==> src/design/fcs_pkg.sv <==
/*
  Constants, register map and types for the flash command and status controller.
  Assumes a byte-wide register port with a 3-bit word index and a 16-bit array address.
*/
package fcs_pkg;

  // ==========================================================================
  // register port
  localparam int unsigned ADDR_W    = 3;
  localparam logic [2:0]  OFS_DIV   = 3'h0;  // clock divider, read/write
  localparam logic [2:0]  OFS_OPT   = 3'h1;  // options, security code, read only
  localparam logic [2:0]  OFS_PROT  = 3'h3;  // protection, read/write
  localparam logic [2:0]  OFS_STAT  = 3'h5;  // flash_status
  localparam logic [2:0]  OFS_CMD   = 3'h6;  // flash_command, write only

  // ==========================================================================
  // flash_status fields
  localparam int unsigned ST_CBE    = 7;
  localparam int unsigned ST_CCF    = 6;
  localparam int unsigned ST_PVIOL  = 5;
  localparam int unsigned ST_ACCERR = 4;
  localparam int unsigned ST_BLANK  = 2;
  localparam logic [7:0]  ST_RSVD   = 8'h0B;

  // ==========================================================================
  // divider and protection fields
  localparam int unsigned DIV_PRE8  = 6;
  localparam int unsigned PR_OPEN   = 4;
  localparam int unsigned PR_DIS    = 3;
  localparam int unsigned PR_SIZE   = 0;
  localparam logic [6:0]  DIV_RST   = 7'h00;
  localparam logic [4:0]  PROT_RST  = 5'h18;
  localparam logic [7:0]  CMD_RST   = 8'h00;

  // ==========================================================================
  // command codes
  localparam logic [7:0]  CMD_BLANK = 8'h05;
  localparam logic [7:0]  CMD_BYTE  = 8'h20;
  localparam logic [7:0]  CMD_BURST = 8'h25;
  localparam logic [7:0]  CMD_PAGE  = 8'h40;
  localparam logic [7:0]  CMD_MASS  = 8'h41;

  // ==========================================================================
  // protection and security
  localparam logic [15:0] PROT_BASE = 16'hFE00;
  localparam logic [2:0]  PROT_MAX  = 3'h6;
  localparam logic [1:0]  SEC_OPEN  = 2'h2;
  localparam logic [1:0]  SEC_RST   = 2'h0;

  // command sequence, gray from SEQ_IDLE through SEQ_DATA to SEQ_CMD
  typedef enum logic [1:0] {
    SEQ_IDLE = 2'b00,
    SEQ_DATA = 2'b01,
    SEQ_CMD  = 2'b11
  } fcs_seq_t;

endpackage

==> src/design/fcs_op_if.sv <==
/*
  Operation hand-off between the command controller and the array engine.
  Assumes both ends run on the same clock.
*/
`timescale 1ns/10ps
interface fcs_op_if;
  logic       start;
  logic [7:0] code;
  logic [15:0] addr;
  logic [7:0] data;
  logic       abort;
  logic [6:0] clk_div;
  logic       busy;
  logic       done;
  logic       blank;

  modport ctrl   (output start, code, addr, data, abort, clk_div,
                  input  busy, done, blank);
  modport engine (input  start, code, addr, data, abort, clk_div,
                  output busy, done, blank);
endinterface

==> src/design/fcs_ctrl.sv <==
/*
  Flash command launch and status controller: command sequence, one-entry burst
  buffer, protection and access checks, status flags and security update.
  Assumes a same-clock register port, array writes presented on arr_wr, and an
  array that runs each requested operation and reports done and blank.
*/
`timescale 1ns/10ps
// Functional notes
// - status bits 3, 1, 0 read zero; other five status bits always readable
// - writing one to buffer-empty flag clears it and registers the command
// - only burst commands queue; flag sets again as queued burst enters array
// - complete flag set when buffer empty and idle, cleared on launch, not writable
// - program/erase on protected location sets violation flag, drops command; write-one clears
// - broken sequence, program/erase with undivided clock, or stop mid-command sets access error
// - writing one clears access error, writing zero leaves it
// - blank check end sets blank flag only if whole array reads erased
// - blank flag clears on a new valid launch; direct writes ignored
// - codes 05 blank check, 20 byte program, 25 burst program
// - code 40 erases one 512-byte page, 41 erases whole array
// - any other code is illegal and raises access error
// - successful blank check sets security code to unsecured 1:0
// - open bit zero protects whole array against program and erase
module fcs_ctrl
  import fcs_pkg::*;
(
  // clock and reset
  input  wire logic              clk_sys,
  input  wire logic              rst_b,
  // register port
  input  wire logic [ADDR_W-1:0] reg_addr,
  input  wire logic [7:0]        reg_wdata,
  input  wire logic              reg_wr,
  input  wire logic              reg_rd,
  output logic [7:0]             reg_rdata,
  // array write that opens a command sequence
  input  wire logic              arr_wr,
  input  wire logic [15:0]       arr_addr,
  input  wire logic [7:0]        arr_wdata,
  // array operation port
  output logic                   ar_req,
  output logic [7:0]             ar_op,
  output logic [15:0]            ar_addr,
  output logic [7:0]             ar_data,
  output logic                   ar_tick,
  input  wire logic              ar_done,
  input  wire logic              ar_blank,
  // system
  input  wire logic              stop_req,
  input  wire logic [1:0]        sec_strap,
  output logic [1:0]             security_state_code
);

  import fcs_pkg::*;

  // ==========================================================================
  // state
  logic [6:0]  flash_clock_divider;
  logic        div_set;
  logic [4:0]  flash_protect;
  logic        sec_loaded;
  logic        cmd_buffer_empty_flag;
  logic        cmd_complete_flag;
  logic        protection_violation_flag;
  logic        access_error_flag;
  logic        array_blank_flag;
  fcs_seq_t    seq;
  fcs_seq_t    next_seq;
  logic [7:0]  flash_command;
  logic [15:0] lat_addr;
  logic [7:0]  lat_data;
  logic        buf_full;
  logic [7:0]  buf_code;
  logic [15:0] buf_addr;
  logic [7:0]  buf_data;
  logic [7:0]  run_code;

  fcs_op_if op();

  fcs_engine u_eng (
    .clk_sys  (clk_sys),
    .rst_b    (rst_b),
    .op       (op.engine),
    .ar_req   (ar_req),
    .ar_op    (ar_op),
    .ar_addr  (ar_addr),
    .ar_data  (ar_data),
    .ar_tick  (ar_tick),
    .ar_done  (ar_done),
    .ar_blank (ar_blank)
  );

  // ==========================================================================
  // decode
  wire wr_div  = reg_wr && (reg_addr == OFS_DIV);
  wire wr_prot = reg_wr && (reg_addr == OFS_PROT);
  wire wr_stat = reg_wr && (reg_addr == OFS_STAT);
  wire wr_cmd  = reg_wr && (reg_addr == OFS_CMD);

  // a launch only counts while the buffer is empty; writing one to a clear flag is a no-op
  wire launch_try = wr_stat && reg_wdata[ST_CBE] && cmd_buffer_empty_flag;

  wire is_burst  = (flash_command == CMD_BURST);
  wire is_mass   = (flash_command == CMD_MASS);
  wire cmd_known = (flash_command == CMD_BLANK) || (flash_command == CMD_BYTE) ||
                   is_burst || (flash_command == CMD_PAGE) || is_mass;
  wire is_pe     = cmd_known && (flash_command != CMD_BLANK);

  // protected block sits at the top of the map, 512 bytes << size, capped at 32K
  wire [2:0]  prot_size = (flash_protect[PR_SIZE +: 3] > PROT_MAX) ? PROT_MAX
                                                                 : flash_protect[PR_SIZE +: 3];
  wire [15:0] prot_base = 16'(PROT_BASE << prot_size);
  wire        prot_none = ~flash_protect[PR_OPEN];
  wire        blk_on    = ~flash_protect[PR_DIS];
  wire        addr_prot = prot_none || (blk_on && (lat_addr >= prot_base));
  wire        mass_prot = prot_none || blk_on;
  wire        viol      = is_pe && (is_mass ? mass_prot : addr_prot);

  // only a burst may be queued behind a running operation
  wire acc_launch = (seq != SEQ_CMD) || !cmd_known || (is_pe && !div_set) ||
                    (op.busy && !is_burst);
  // stop entry in the launch cycle drops the new command as well
  wire valid_launch = launch_try && !acc_launch && !viol && !stop_err;
  wire pviol_set    = launch_try && !acc_launch && viol;

  wire arr_err  = arr_wr && (!cmd_buffer_empty_flag || (seq != SEQ_IDLE));
  wire cmd_err  = wr_cmd && (seq != SEQ_DATA);
  wire stop_err = stop_req && (op.busy || buf_full);
  wire acc_set  = (launch_try && acc_launch) || arr_err || cmd_err || stop_err;

  // buffered command enters the array as soon as the engine is free
  wire start = buf_full && !op.busy && !stop_err;

  wire next_cbe = stop_err ? 1'b1 :
                  valid_launch ? 1'b0 :
                  (start && (buf_code == CMD_BURST)) ? 1'b1 :
                  (op.done && (run_code != CMD_BURST)) ? 1'b1 :
                  cmd_buffer_empty_flag;
  wire next_buf = valid_launch || (buf_full && !start && !stop_err);

  // ==========================================================================
  // command sequence
  always_comb begin
    next_seq = seq;
    unique case (seq)
      SEQ_IDLE: begin
        if (arr_wr && !arr_err) begin
          next_seq = SEQ_DATA;
        end
      end
      SEQ_DATA: begin
        if (wr_cmd) begin
          next_seq = SEQ_CMD;
        end
      end
      SEQ_CMD: begin
        if (launch_try) begin
          next_seq = SEQ_IDLE;
        end
      end
      default: begin
        next_seq = SEQ_IDLE;
      end
    endcase
    if (acc_set) begin
      next_seq = SEQ_IDLE;
    end
  end

  wire [7:0] status_rd = {cmd_buffer_empty_flag, cmd_complete_flag, protection_violation_flag,
                          access_error_flag, 1'b0, array_blank_flag, 2'b00};
  wire [7:0] rd_mux = (reg_addr == OFS_DIV)  ? {1'b0, flash_clock_divider} :
                      (reg_addr == OFS_OPT)  ? {6'h00, security_state_code} :
                      (reg_addr == OFS_PROT) ? {3'h0, flash_protect} :
                      (reg_addr == OFS_STAT) ? status_rd :
                      8'h00;

  // ==========================================================================
  // registers
  always_ff @(posedge clk_sys or negedge rst_b) begin
    if (!rst_b) begin
      seq           <= SEQ_IDLE;
      flash_command <= CMD_RST;
      lat_addr      <= 16'h0000;
      lat_data      <= 8'h00;
    end else begin
      seq <= next_seq;
      if (wr_cmd && (seq == SEQ_DATA)) begin
        flash_command <= reg_wdata;
      end
      if (arr_wr && !arr_err) begin
        lat_addr <= arr_addr;
        lat_data <= arr_wdata;
      end
    end
  end

  always_ff @(posedge clk_sys or negedge rst_b) begin
    if (!rst_b) begin
      buf_full <= 1'b0;
      buf_code <= CMD_RST;
      buf_addr <= 16'h0000;
      buf_data <= 8'h00;
      run_code <= CMD_RST;
    end else begin
      buf_full <= next_buf;
      if (valid_launch) begin
        buf_code <= flash_command;
        buf_addr <= lat_addr;
        buf_data <= lat_data;
      end
      if (start) begin
        run_code <= buf_code;
      end
    end
  end

  always_ff @(posedge clk_sys or negedge rst_b) begin
    if (!rst_b) begin
      cmd_buffer_empty_flag     <= 1'b1;
      cmd_complete_flag         <= 1'b1;
      protection_violation_flag <= 1'b0;
      access_error_flag         <= 1'b0;
      array_blank_flag          <= 1'b0;
    end else begin
      cmd_buffer_empty_flag <= next_cbe;
      cmd_complete_flag     <= next_cbe && !next_buf && !op.busy && !start;
      // hardware set wins over a write-one clear in the same cycle
      protection_violation_flag <= pviol_set ||
                                   (protection_violation_flag && !(wr_stat && reg_wdata[ST_PVIOL]));
      access_error_flag <= acc_set ||
                           (access_error_flag && !(wr_stat && reg_wdata[ST_ACCERR]));
      if (op.done && (run_code == CMD_BLANK)) begin
        array_blank_flag <= op.blank;
      end else if (valid_launch) begin
        array_blank_flag <= 1'b0;
      end
    end
  end

  always_ff @(posedge clk_sys or negedge rst_b) begin
    if (!rst_b) begin
      flash_clock_divider <= DIV_RST;
      div_set             <= 1'b0;
      flash_protect       <= PROT_RST;
      sec_loaded          <= 1'b0;
      security_state_code <= SEC_RST;
      reg_rdata           <= 8'h00;
    end else begin
      if (wr_div) begin
        flash_clock_divider <= reg_wdata[6:0];
        div_set             <= 1'b1;
      end
      if (wr_prot) begin
        flash_protect <= reg_wdata[4:0];
      end
      // strap is caught on the first edge after release, not by the reset itself
      sec_loaded <= 1'b1;
      if (!sec_loaded) begin
        security_state_code <= sec_strap;
      end else if (op.done && (run_code == CMD_BLANK) && op.blank) begin
        security_state_code <= SEC_OPEN;
      end
      reg_rdata <= reg_rd ? rd_mux : 8'h00;
    end
  end

  assign op.start   = start;
  assign op.code    = buf_code;
  assign op.addr    = buf_addr;
  assign op.data    = buf_data;
  assign op.abort   = stop_err;
  assign op.clk_div = flash_clock_divider;
endmodule

==> src/design/fcs_engine.sv <==
/*
  Array engine: program/erase timebase divider and one-at-a-time array request.
  Assumes the array answers on the same clock with a one-cycle done pulse.
*/
`timescale 1ns/10ps
module fcs_engine
  import fcs_pkg::*;
(
  // clock and reset
  input  wire logic        clk_sys,
  input  wire logic        rst_b,
  // controller side
  fcs_op_if.engine         op,
  // array side
  output logic             ar_req,
  output logic [7:0]       ar_op,
  output logic [15:0]      ar_addr,
  output logic [7:0]       ar_data,
  output logic             ar_tick,
  input  wire logic        ar_done,
  input  wire logic        ar_blank
);

  import fcs_pkg::*;

  // ==========================================================================
  // timebase: bus clock / (div+1), or / 8*(div+1) with the prescaler
  logic [8:0] cnt;
  logic [8:0] period_m1;
  logic       wrap;

  assign period_m1 = op.clk_div[DIV_PRE8] ? {op.clk_div[5:0], 3'b111}
                                          : {3'b000, op.clk_div[5:0]};
  assign wrap      = (cnt >= period_m1);

  always_ff @(posedge clk_sys or negedge rst_b) begin
    if (!rst_b) begin
      cnt     <= 9'h000;
      ar_tick <= 1'b0;
    end else begin
      cnt     <= wrap ? 9'h000 : 9'(cnt + 9'h001);
      ar_tick <= wrap;
    end
  end

  // ==========================================================================
  // request: held until the array reports done or the controller aborts
  always_ff @(posedge clk_sys or negedge rst_b) begin
    if (!rst_b) begin
      op.busy  <= 1'b0;
      op.done  <= 1'b0;
      op.blank <= 1'b0;
      ar_req   <= 1'b0;
      ar_op    <= 8'h00;
      ar_addr  <= 16'h0000;
      ar_data  <= 8'h00;
    end else begin
      op.done <= 1'b0;
      if (!op.busy && op.start) begin
        op.busy <= 1'b1;
        ar_req  <= 1'b1;
        ar_op   <= op.code;
        ar_addr <= op.addr;
        ar_data <= op.data;
      end else if (op.busy && op.abort) begin
        op.busy <= 1'b0;
        ar_req  <= 1'b0;
      end else if (op.busy && ar_done) begin
        op.busy  <= 1'b0;
        op.done  <= 1'b1;
        op.blank <= ar_blank;
        ar_req   <= 1'b0;
      end
    end
  end

endmodule

==> config.mk <==
export PLATFORM = sky130hd
export DESIGN_NAME = fcs_ctrl
export DESIGN_NICKNAME = d
export VERILOG_FILES = /design/src/design/fcs_pkg.sv /design/src/design/fcs_op_if.sv /design/src/design/fcs_ctrl.sv /design/src/design/fcs_engine.sv
export SDC_FILE = /design/constraint.sdc
export NUM_CORES = 1
export LEC_CHECK = 0
export BUFFER_PORTS_ARGS = -buffer_cell sky130_fd_sc_hd__buf_2
export CAP_MARGIN = 20
export CORE_ASPECT_RATIO = 1.75
export CORE_UTILIZATION = 57
export DETAILED_ROUTE_END_ITERATION = 6
export HOLD_SLACK_MARGIN = 0.05
export MAX_ROUTING_LAYER = met4
export PLACE_DENSITY_LB_ADDON = 0.25
export SKIP_LAST_GASP = 1
export SLEW_MARGIN = 10
export SYNTH_ARGS = -nofsm -noshare
export SYNTH_HDL_FRONTEND = slang
export SYNTH_SLANG_ARGS = --single-unit
export TNS_END_PERCENT = 100
==> constraint.sdc <==
create_clock -name clk_sys -period 3.1 [get_ports clk_sys]
set_input_delay 0.62 -clock clk_sys [delete_from_list [all_inputs] [get_ports clk_sys]]
set_output_delay 0.62 -clock clk_sys [all_outputs]
set_load 0.005 [all_outputs]
# Yosys cells after proc, flatten, opt, wreduce, memory -nomap -nowiden
# Cells that the tools add are included.
# classes
reduce_logical	76
order_cmp	3
n_addsub	1
bitwise_logic	4
n_shift	1
eq_ne	21
n_mux	28
# op_table
op	count
2-to-1 mux 8 bit	5
logical AND 1 bit	39
== test 8 x 6 -> 1 bit, second input constant	3
2-to-1 mux 9 bit	2
logical OR 1 bit	17
== test 8 x 3 -> 1 bit, second input constant	2
== test 8 x 7 -> 1 bit, second input constant	2
greater-or-equal comparator 16 bit	1
left shift 16 x 3 -> 16 bit, first input constant	1
logical NOT 1 bit	13
2-to-1 mux 1 bit	13
2-to-1 mux 2 bit	6
adder 9 x 1 -> 9 bit, second input constant	1
greater-or-equal comparator 9 bit	1
inequality test 3 bit, second input constant	3
inequality test 8 x 3 -> 1 bit, second input constant	1
inequality test 8 x 6 -> 1 bit, second input constant	1
== test 3 bit, second input constant	2
case mux 2 bit (3 select lines)	1
AND reduction 3 bit	2
inequality test 2 x 1 -> 1 bit, second input constant	2
inverter 1 bit	4
nonzero test 2 bit	2
== test 3 x 1 -> 1 bit, second input constant	1
other kinds (9)	9
# word_totals
inputBits	45
wordCells	162
regBits	149
output_inout_bits	44

# Longest topological paths before layout
# logic_depth
ltp_word	18
mapped_depth	9

# By module
# Synthesis repeated with hierarchy kept, for this count alone.
# hier_totals
hier_cells	485
hier_area_um2	6598.8
# modules_own_cells
mod	cells_per_inst	instances	area_per_inst_um2
fcs_ctrl	336	1	4580.6
fcs_engine	149	1	2018.2

# Worst setup path before layout
# Ideal clock, no wire load.
# synth_timing
kind	flip-flop to flip-flop
start	register flash_protect[2]
end	register buf_addr[0]
synth_period_minus_slack_ns	2.741
required_ns	2.975
path_buffers	1
setup_ns	0.125
path_slack_ns	0.359
path_stages_with_launch	10
arrival_time_ns	2.616
cell_sequence	dfrtp_1 -> or3_1 -> ha_1 -> o211ai_1 -> a21oi_1 -> nor4b_1 -> a221oi_2 -> nor3_4 -> buf_6 -> mux2_2
# synth_between
elab_chain_cells	11
# synth_rtl
item	line_no	rtl
start, declared	fcs_ctrl.sv:59	logic [4:0] flash_protect;
start signal, assigned	fcs_ctrl.sv:254	flash_protect <= reg_wdata[4:0];
> comparator 3 bit	fcs_ctrl.sv:109	wire [2:0] prot_size = (flash_protect[PR_SIZE +: 3] > PROT_MAX) ? PROT_MAX
2-to-1 mux 3 bit *	fcs_ctrl.sv:109	
left shift 16 x 3 -> 16 bit *	fcs_ctrl.sv:111	wire [15:0] prot_base = 16'(PROT_BASE << prot_size);
greater-or-equal comparator 16 bit *	fcs_ctrl.sv:114	wire addr_prot = prot_none || (blk_on && (lat_addr >= prot_base));
logical AND 1 bit *	fcs_ctrl.sv:114	
logical OR 1 bit *	fcs_ctrl.sv:114	
2-to-1 mux 1 bit *	fcs_ctrl.sv:116	wire viol = is_pe && (is_mass ? mass_prot : addr_prot);
logical AND 1 bit *	fcs_ctrl.sv:116	
logical NOT 1 bit *	fcs_ctrl.sv:122	wire valid_launch = launch_try && !acc_launch && !viol && !stop_err;
logical AND 1 bit * (2 in a row)	fcs_ctrl.sv:122	
end signal, assigned	fcs_ctrl.sv:208	buf_addr <= lat_addr;
end, declared	fcs_ctrl.sv:73	logic [15:0] buf_addr;
# Mark *: on every way between the ends. The rest lies on a longest branch, timed or not.
# A chain may end at the register's enable or synchronous reset.

# Final worst setup path
# layout_timing
start	register flash_protect[2]
end	register buf_data[1]
# layout_between
elab_chain_cells	11
# layout_rtl
item	line_no	rtl
> comparator 3 bit	fcs_ctrl.sv:109	
2-to-1 mux 3 bit *	fcs_ctrl.sv:109	
left shift 16 x 3 -> 16 bit *	fcs_ctrl.sv:111	
greater-or-equal comparator 16 bit *	fcs_ctrl.sv:114	
logical AND 1 bit *	fcs_ctrl.sv:114	
logical OR 1 bit *	fcs_ctrl.sv:114	
2-to-1 mux 1 bit *	fcs_ctrl.sv:116	
logical AND 1 bit *	fcs_ctrl.sv:116	
logical NOT 1 bit *	fcs_ctrl.sv:122	
logical AND 1 bit * (2 in a row)	fcs_ctrl.sv:122	
end signal, assigned	fcs_ctrl.sv:209	buf_data <= lat_data;
end, declared	fcs_ctrl.sv:74	logic [7:0] buf_data;
# Marked as above.

==> metrics.md <==
| Metric | Value |
|---|---|
| Startpoint Class | flop |
| Congestion Overflow GR | 0 |
| Net Switching | approximately 1.6 mW |
| H-tree depth | 4 |
| Synth Area in Simple Gates | approximately 18% |
| Static Leak | about 4 nW |
| Internal power | 4.17 mW |
| Routed wire length | between 10000 and 15000 um |
| Post-synthesis cell count | around 550 |
| Flops & latches, synth | ~150 |
| Syn Nets | just over 600 |
| Yosys top cell by area | dfrtp_1 |
| Post-cts sizing count | 0 |
| Slowest CP cell | dfrtp_1 |
| Clock root buffer | clkbuf_16 |
| CTS clk-pin slew, worst paths | 0.06 ns |
| Run status | finished clean |
| Nets | 710 |
| Final Cycle Share | 92.7% |
| Routability congestion estimate | between 0.9 and 1 |
| Power Dens Cells | 751 nW/um^2 |
| Final Slew Violations | 0 |
| Post-synthesis cell type count | 54 |
| Largest family of logic cells by synthesized area | simple AND/OR/NAND/NOR gates |
| CTS max path bufs | 2 |
| Main flop type after synthesis | dfrtp_1 |
| Area share of fa/ha/maj cells after synthesis | about 3.3% |
| Fin cells | 790 |
| Max-Cap Viols | 0 |
| Worst path required time | roughly 3.4 ns |
| Initial DRC count | 240 |
| Worst setup startpoint | flash_protect[2] |
| Avg WL per Cell | approximately 17 um |
| CP Capture Type | flop |
| Sequential share of the synthesized area | about three fifths |
| Synth Area in Compound Gates | between 4 and 5% |
| Count leader, synth | dfrtp_1 |
| Sink Count | around 150 |
| Post-synth EDFFs | 0 |
| Antenna violations before repair | 0 |
| Arr. time, crit path | between 3 and 4 ns |
| Largest net degree at the start of global routing | 75 |
| Setup TNS | 0 ns |
| Setup fix buffers added after clock tree synthesis | 0 |
| Net Sw Frac | 27.1% |
| Critical R2R Launch | flash_protect[2] |
| Synth-to-layout area growth | 19.4% |
| XOR/XNOR Fraction of Synth Area | 0.960% |
| Die Ht | 142 um |
| Syn avg cell area | between 10 and 15 sq um |
| Number of buffers created by CTS | 17 |
| Post-layout util | between 70 and 80% |
| Final Hold Viols | 0 |
| Synth cell count leaders | dfrtp_1, nand2_1, mux2_2 |
| Slew headroom | around 47% |
| Synthesized cell area | approximately 6400 sq um |
| Crit Path Max Fanout | 35 |
| Synth area leaders | dfrtp_1, mux2_2, nand2_1, ha_1, dfstp_2 |
| Detailed placement HPWL | about 9300 um |
| Die Wd | 82.0 um |
| Clock power frac | 38.3% |
| Count of final setup violators | 0 |
| Global-route usage over all layers | between 20 and 30% |
| HP Class | in2async |
| Clock Skew | between 0.004 and 0.005 ns |
| Number of antenna-violating nets in the routed design | 0 |
| Vias in the first global route | ~4700 |
| Die Area | 11600 sq um |
| Ys Warns | 0 |
| Combinational power share | between 10% and 20% |
| Max incr delay on CP | approximately 0.46 ns |
| First-pass GRT wire length | 23200 um |
| CTS Hold Buffers Added | 0 |
| Starting density of the core | about three fifths |
| Ports | 89 |
| Share of cells above drive strength 1 | between 30 and 40% |
| Number of diodes | 0 |
| Dpl cells | about 760 |
| Worst IR Drop VDD | approximately 500 uV |
| Row Count | 50 |
| Actual slew at the worst max-slew pin | around 0.8 ns |
| Max Freq | 0.348 GHz |
| Core footprint | 10800 sq um |
| Via density | 5.69 |
| Port buffer count | 88 |
| Crit Path Class | reg2reg |
| CTS tree | done |
| Vias | 4492 |
| RSZ-0062 raised after global routing | false |
| Asr flop ratio synth | between 90% and 100% |
| TritonRoute pass-1 iters | 4 |
| CP Cell Sequence | or3_1 -> ha_1 -> o211ai_1 -> a21oi_1 -> nor4b_1 -> a221oi_2 -> nor3_4 -> buf_12 -> mux2_2 |
| # DRC | 0 |
| Share of the synthesized area in the top cell type | roughly 57% |
| Flop pwr share | 45.0% |
| Fill cells | 770 |
| Worst-skew pair later-pin latency | 0.41 ns |
| Post-route minimum period | about 2.9 ns |
| Mux contribution to synthesized area | a little over an eighth |
-- state kept, by name, summed over array words and instances (netlist names), 2 cells and up --
| name | flops |
|---|---|
| u_eng.cnt | 9 |
| u_eng.ar_data | 8 |
| lat_data | 8 |
| u_eng.ar_op | 8 |
| run_code | 8 |
| flash_clock_divider | 7 |
| buf_data | 8 |
| flash_protect | 5 |
| u_eng.ar_addr | 16 |
| buf_code | 8 |
| buf_addr | 16 |
| seq | 2 |
| security_state_code | 2 |
| flash_command | 8 |
| reg_rdata | 8 |
| lat_addr | 16 |
-- path summary, 6_finish.rpt --
| kind | endpoint | slack (ns) | cells past startpoint |
|---|---|---|---|
| min | flash_clock_divider[1] | 0.22 | 1 |
| min reg2reg | u_eng.ar_data[7] | 0.46 | 2 |
| max | buf_data[1] | 0.23 | 9 |
| max reg2reg | buf_data[1] | 0.23 | 9 |
| max in group asynchronous | u_eng.ar_data[2] | 2.09 | 2 |
| min in group clk_sys | lat_addr[1] | 0.43 | 2 |
-- cell usage in the layout (no fill, tap or decap), types with 12 or more instances in the layout --
cell type    n
a21oi_1     15
buf_2       87
clkbuf_16   17
dfrtp_1    145
ha_1        17
mux2_2      68
nand2_1    133
nand3_1     14
nor2_1      27
nor2b_1     12
-- area by class of cell --
class                      instances  area, sq um  share of cell area, %
clock buffer                      19          453                   5.94
inverter                           6         22.5                  0.295
sequential                       149         3730                   49.0
multi-input combinational        378         2540                   33.3
tap                              130          163                   2.13
clock inverter                    12          178                   2.33
timing repair buffer              96          532                   6.98
-- through the flow --
stage               instance area [sq um]  hold slack (ns)  total power, mW  setup WS, ns
floorplan                            6380            0.324             3.18         0.359
global placement                     6990            0.450             3.46         0.327
detailed placement                   6990            0.448             3.53         0.234
CTS                                  7620            0.240             5.75         0.220
global route                         7620            0.270             5.99        0.0373
finish                               7620            0.220             5.72         0.227
-- logic make-up (layout without fill, tap and decap cells) --
family,after synthesis,in the layout
AOI/OAI and AO/OA,41,41
xor gates and xnor gates,7,7
adders and majority gates,17,17
buffers and inverters,26,133
DFF,149,149
muxes,77,77
other,2,2
and+or+nand+nor,234,234
-- power by group through the flow --
stage | clock, mW | combinational (mW) | sequential [mW]
floorplan | 0 | 0.700 | 2.48
detailed placement | 0 | 0.928 | 2.60
global placement | 0 | 0.870 | 2.59
CTS | 2.22 | 0.953 | 2.57
global route | 2.30 | 1.06 | 2.62
finish | 2.19 | 0.954 | 2.58
-- worst max-delay path, delay by kind of cell, from the launching register on --
family          cells  cell delay [ns]
compound gates      3             0.40
fa+ha+maj           1             0.29
buf+inv             1             0.24
flops               1             0.46
mux                 1             0.37
simple gates        3             0.99
-- metal layers --
metal / vias to the layer above / share of wire (%) / global-route usage [%]
met5: - / 0 / -
met4: 0 / 4.1 / 14.7
met3: 33 / 3.6 / 5.32
met2: 131 / 53 / 44.4
met1: 2253 / 39 / 32.4
li1: 2075 / - / -
Power figures use the tool's default switching activity.
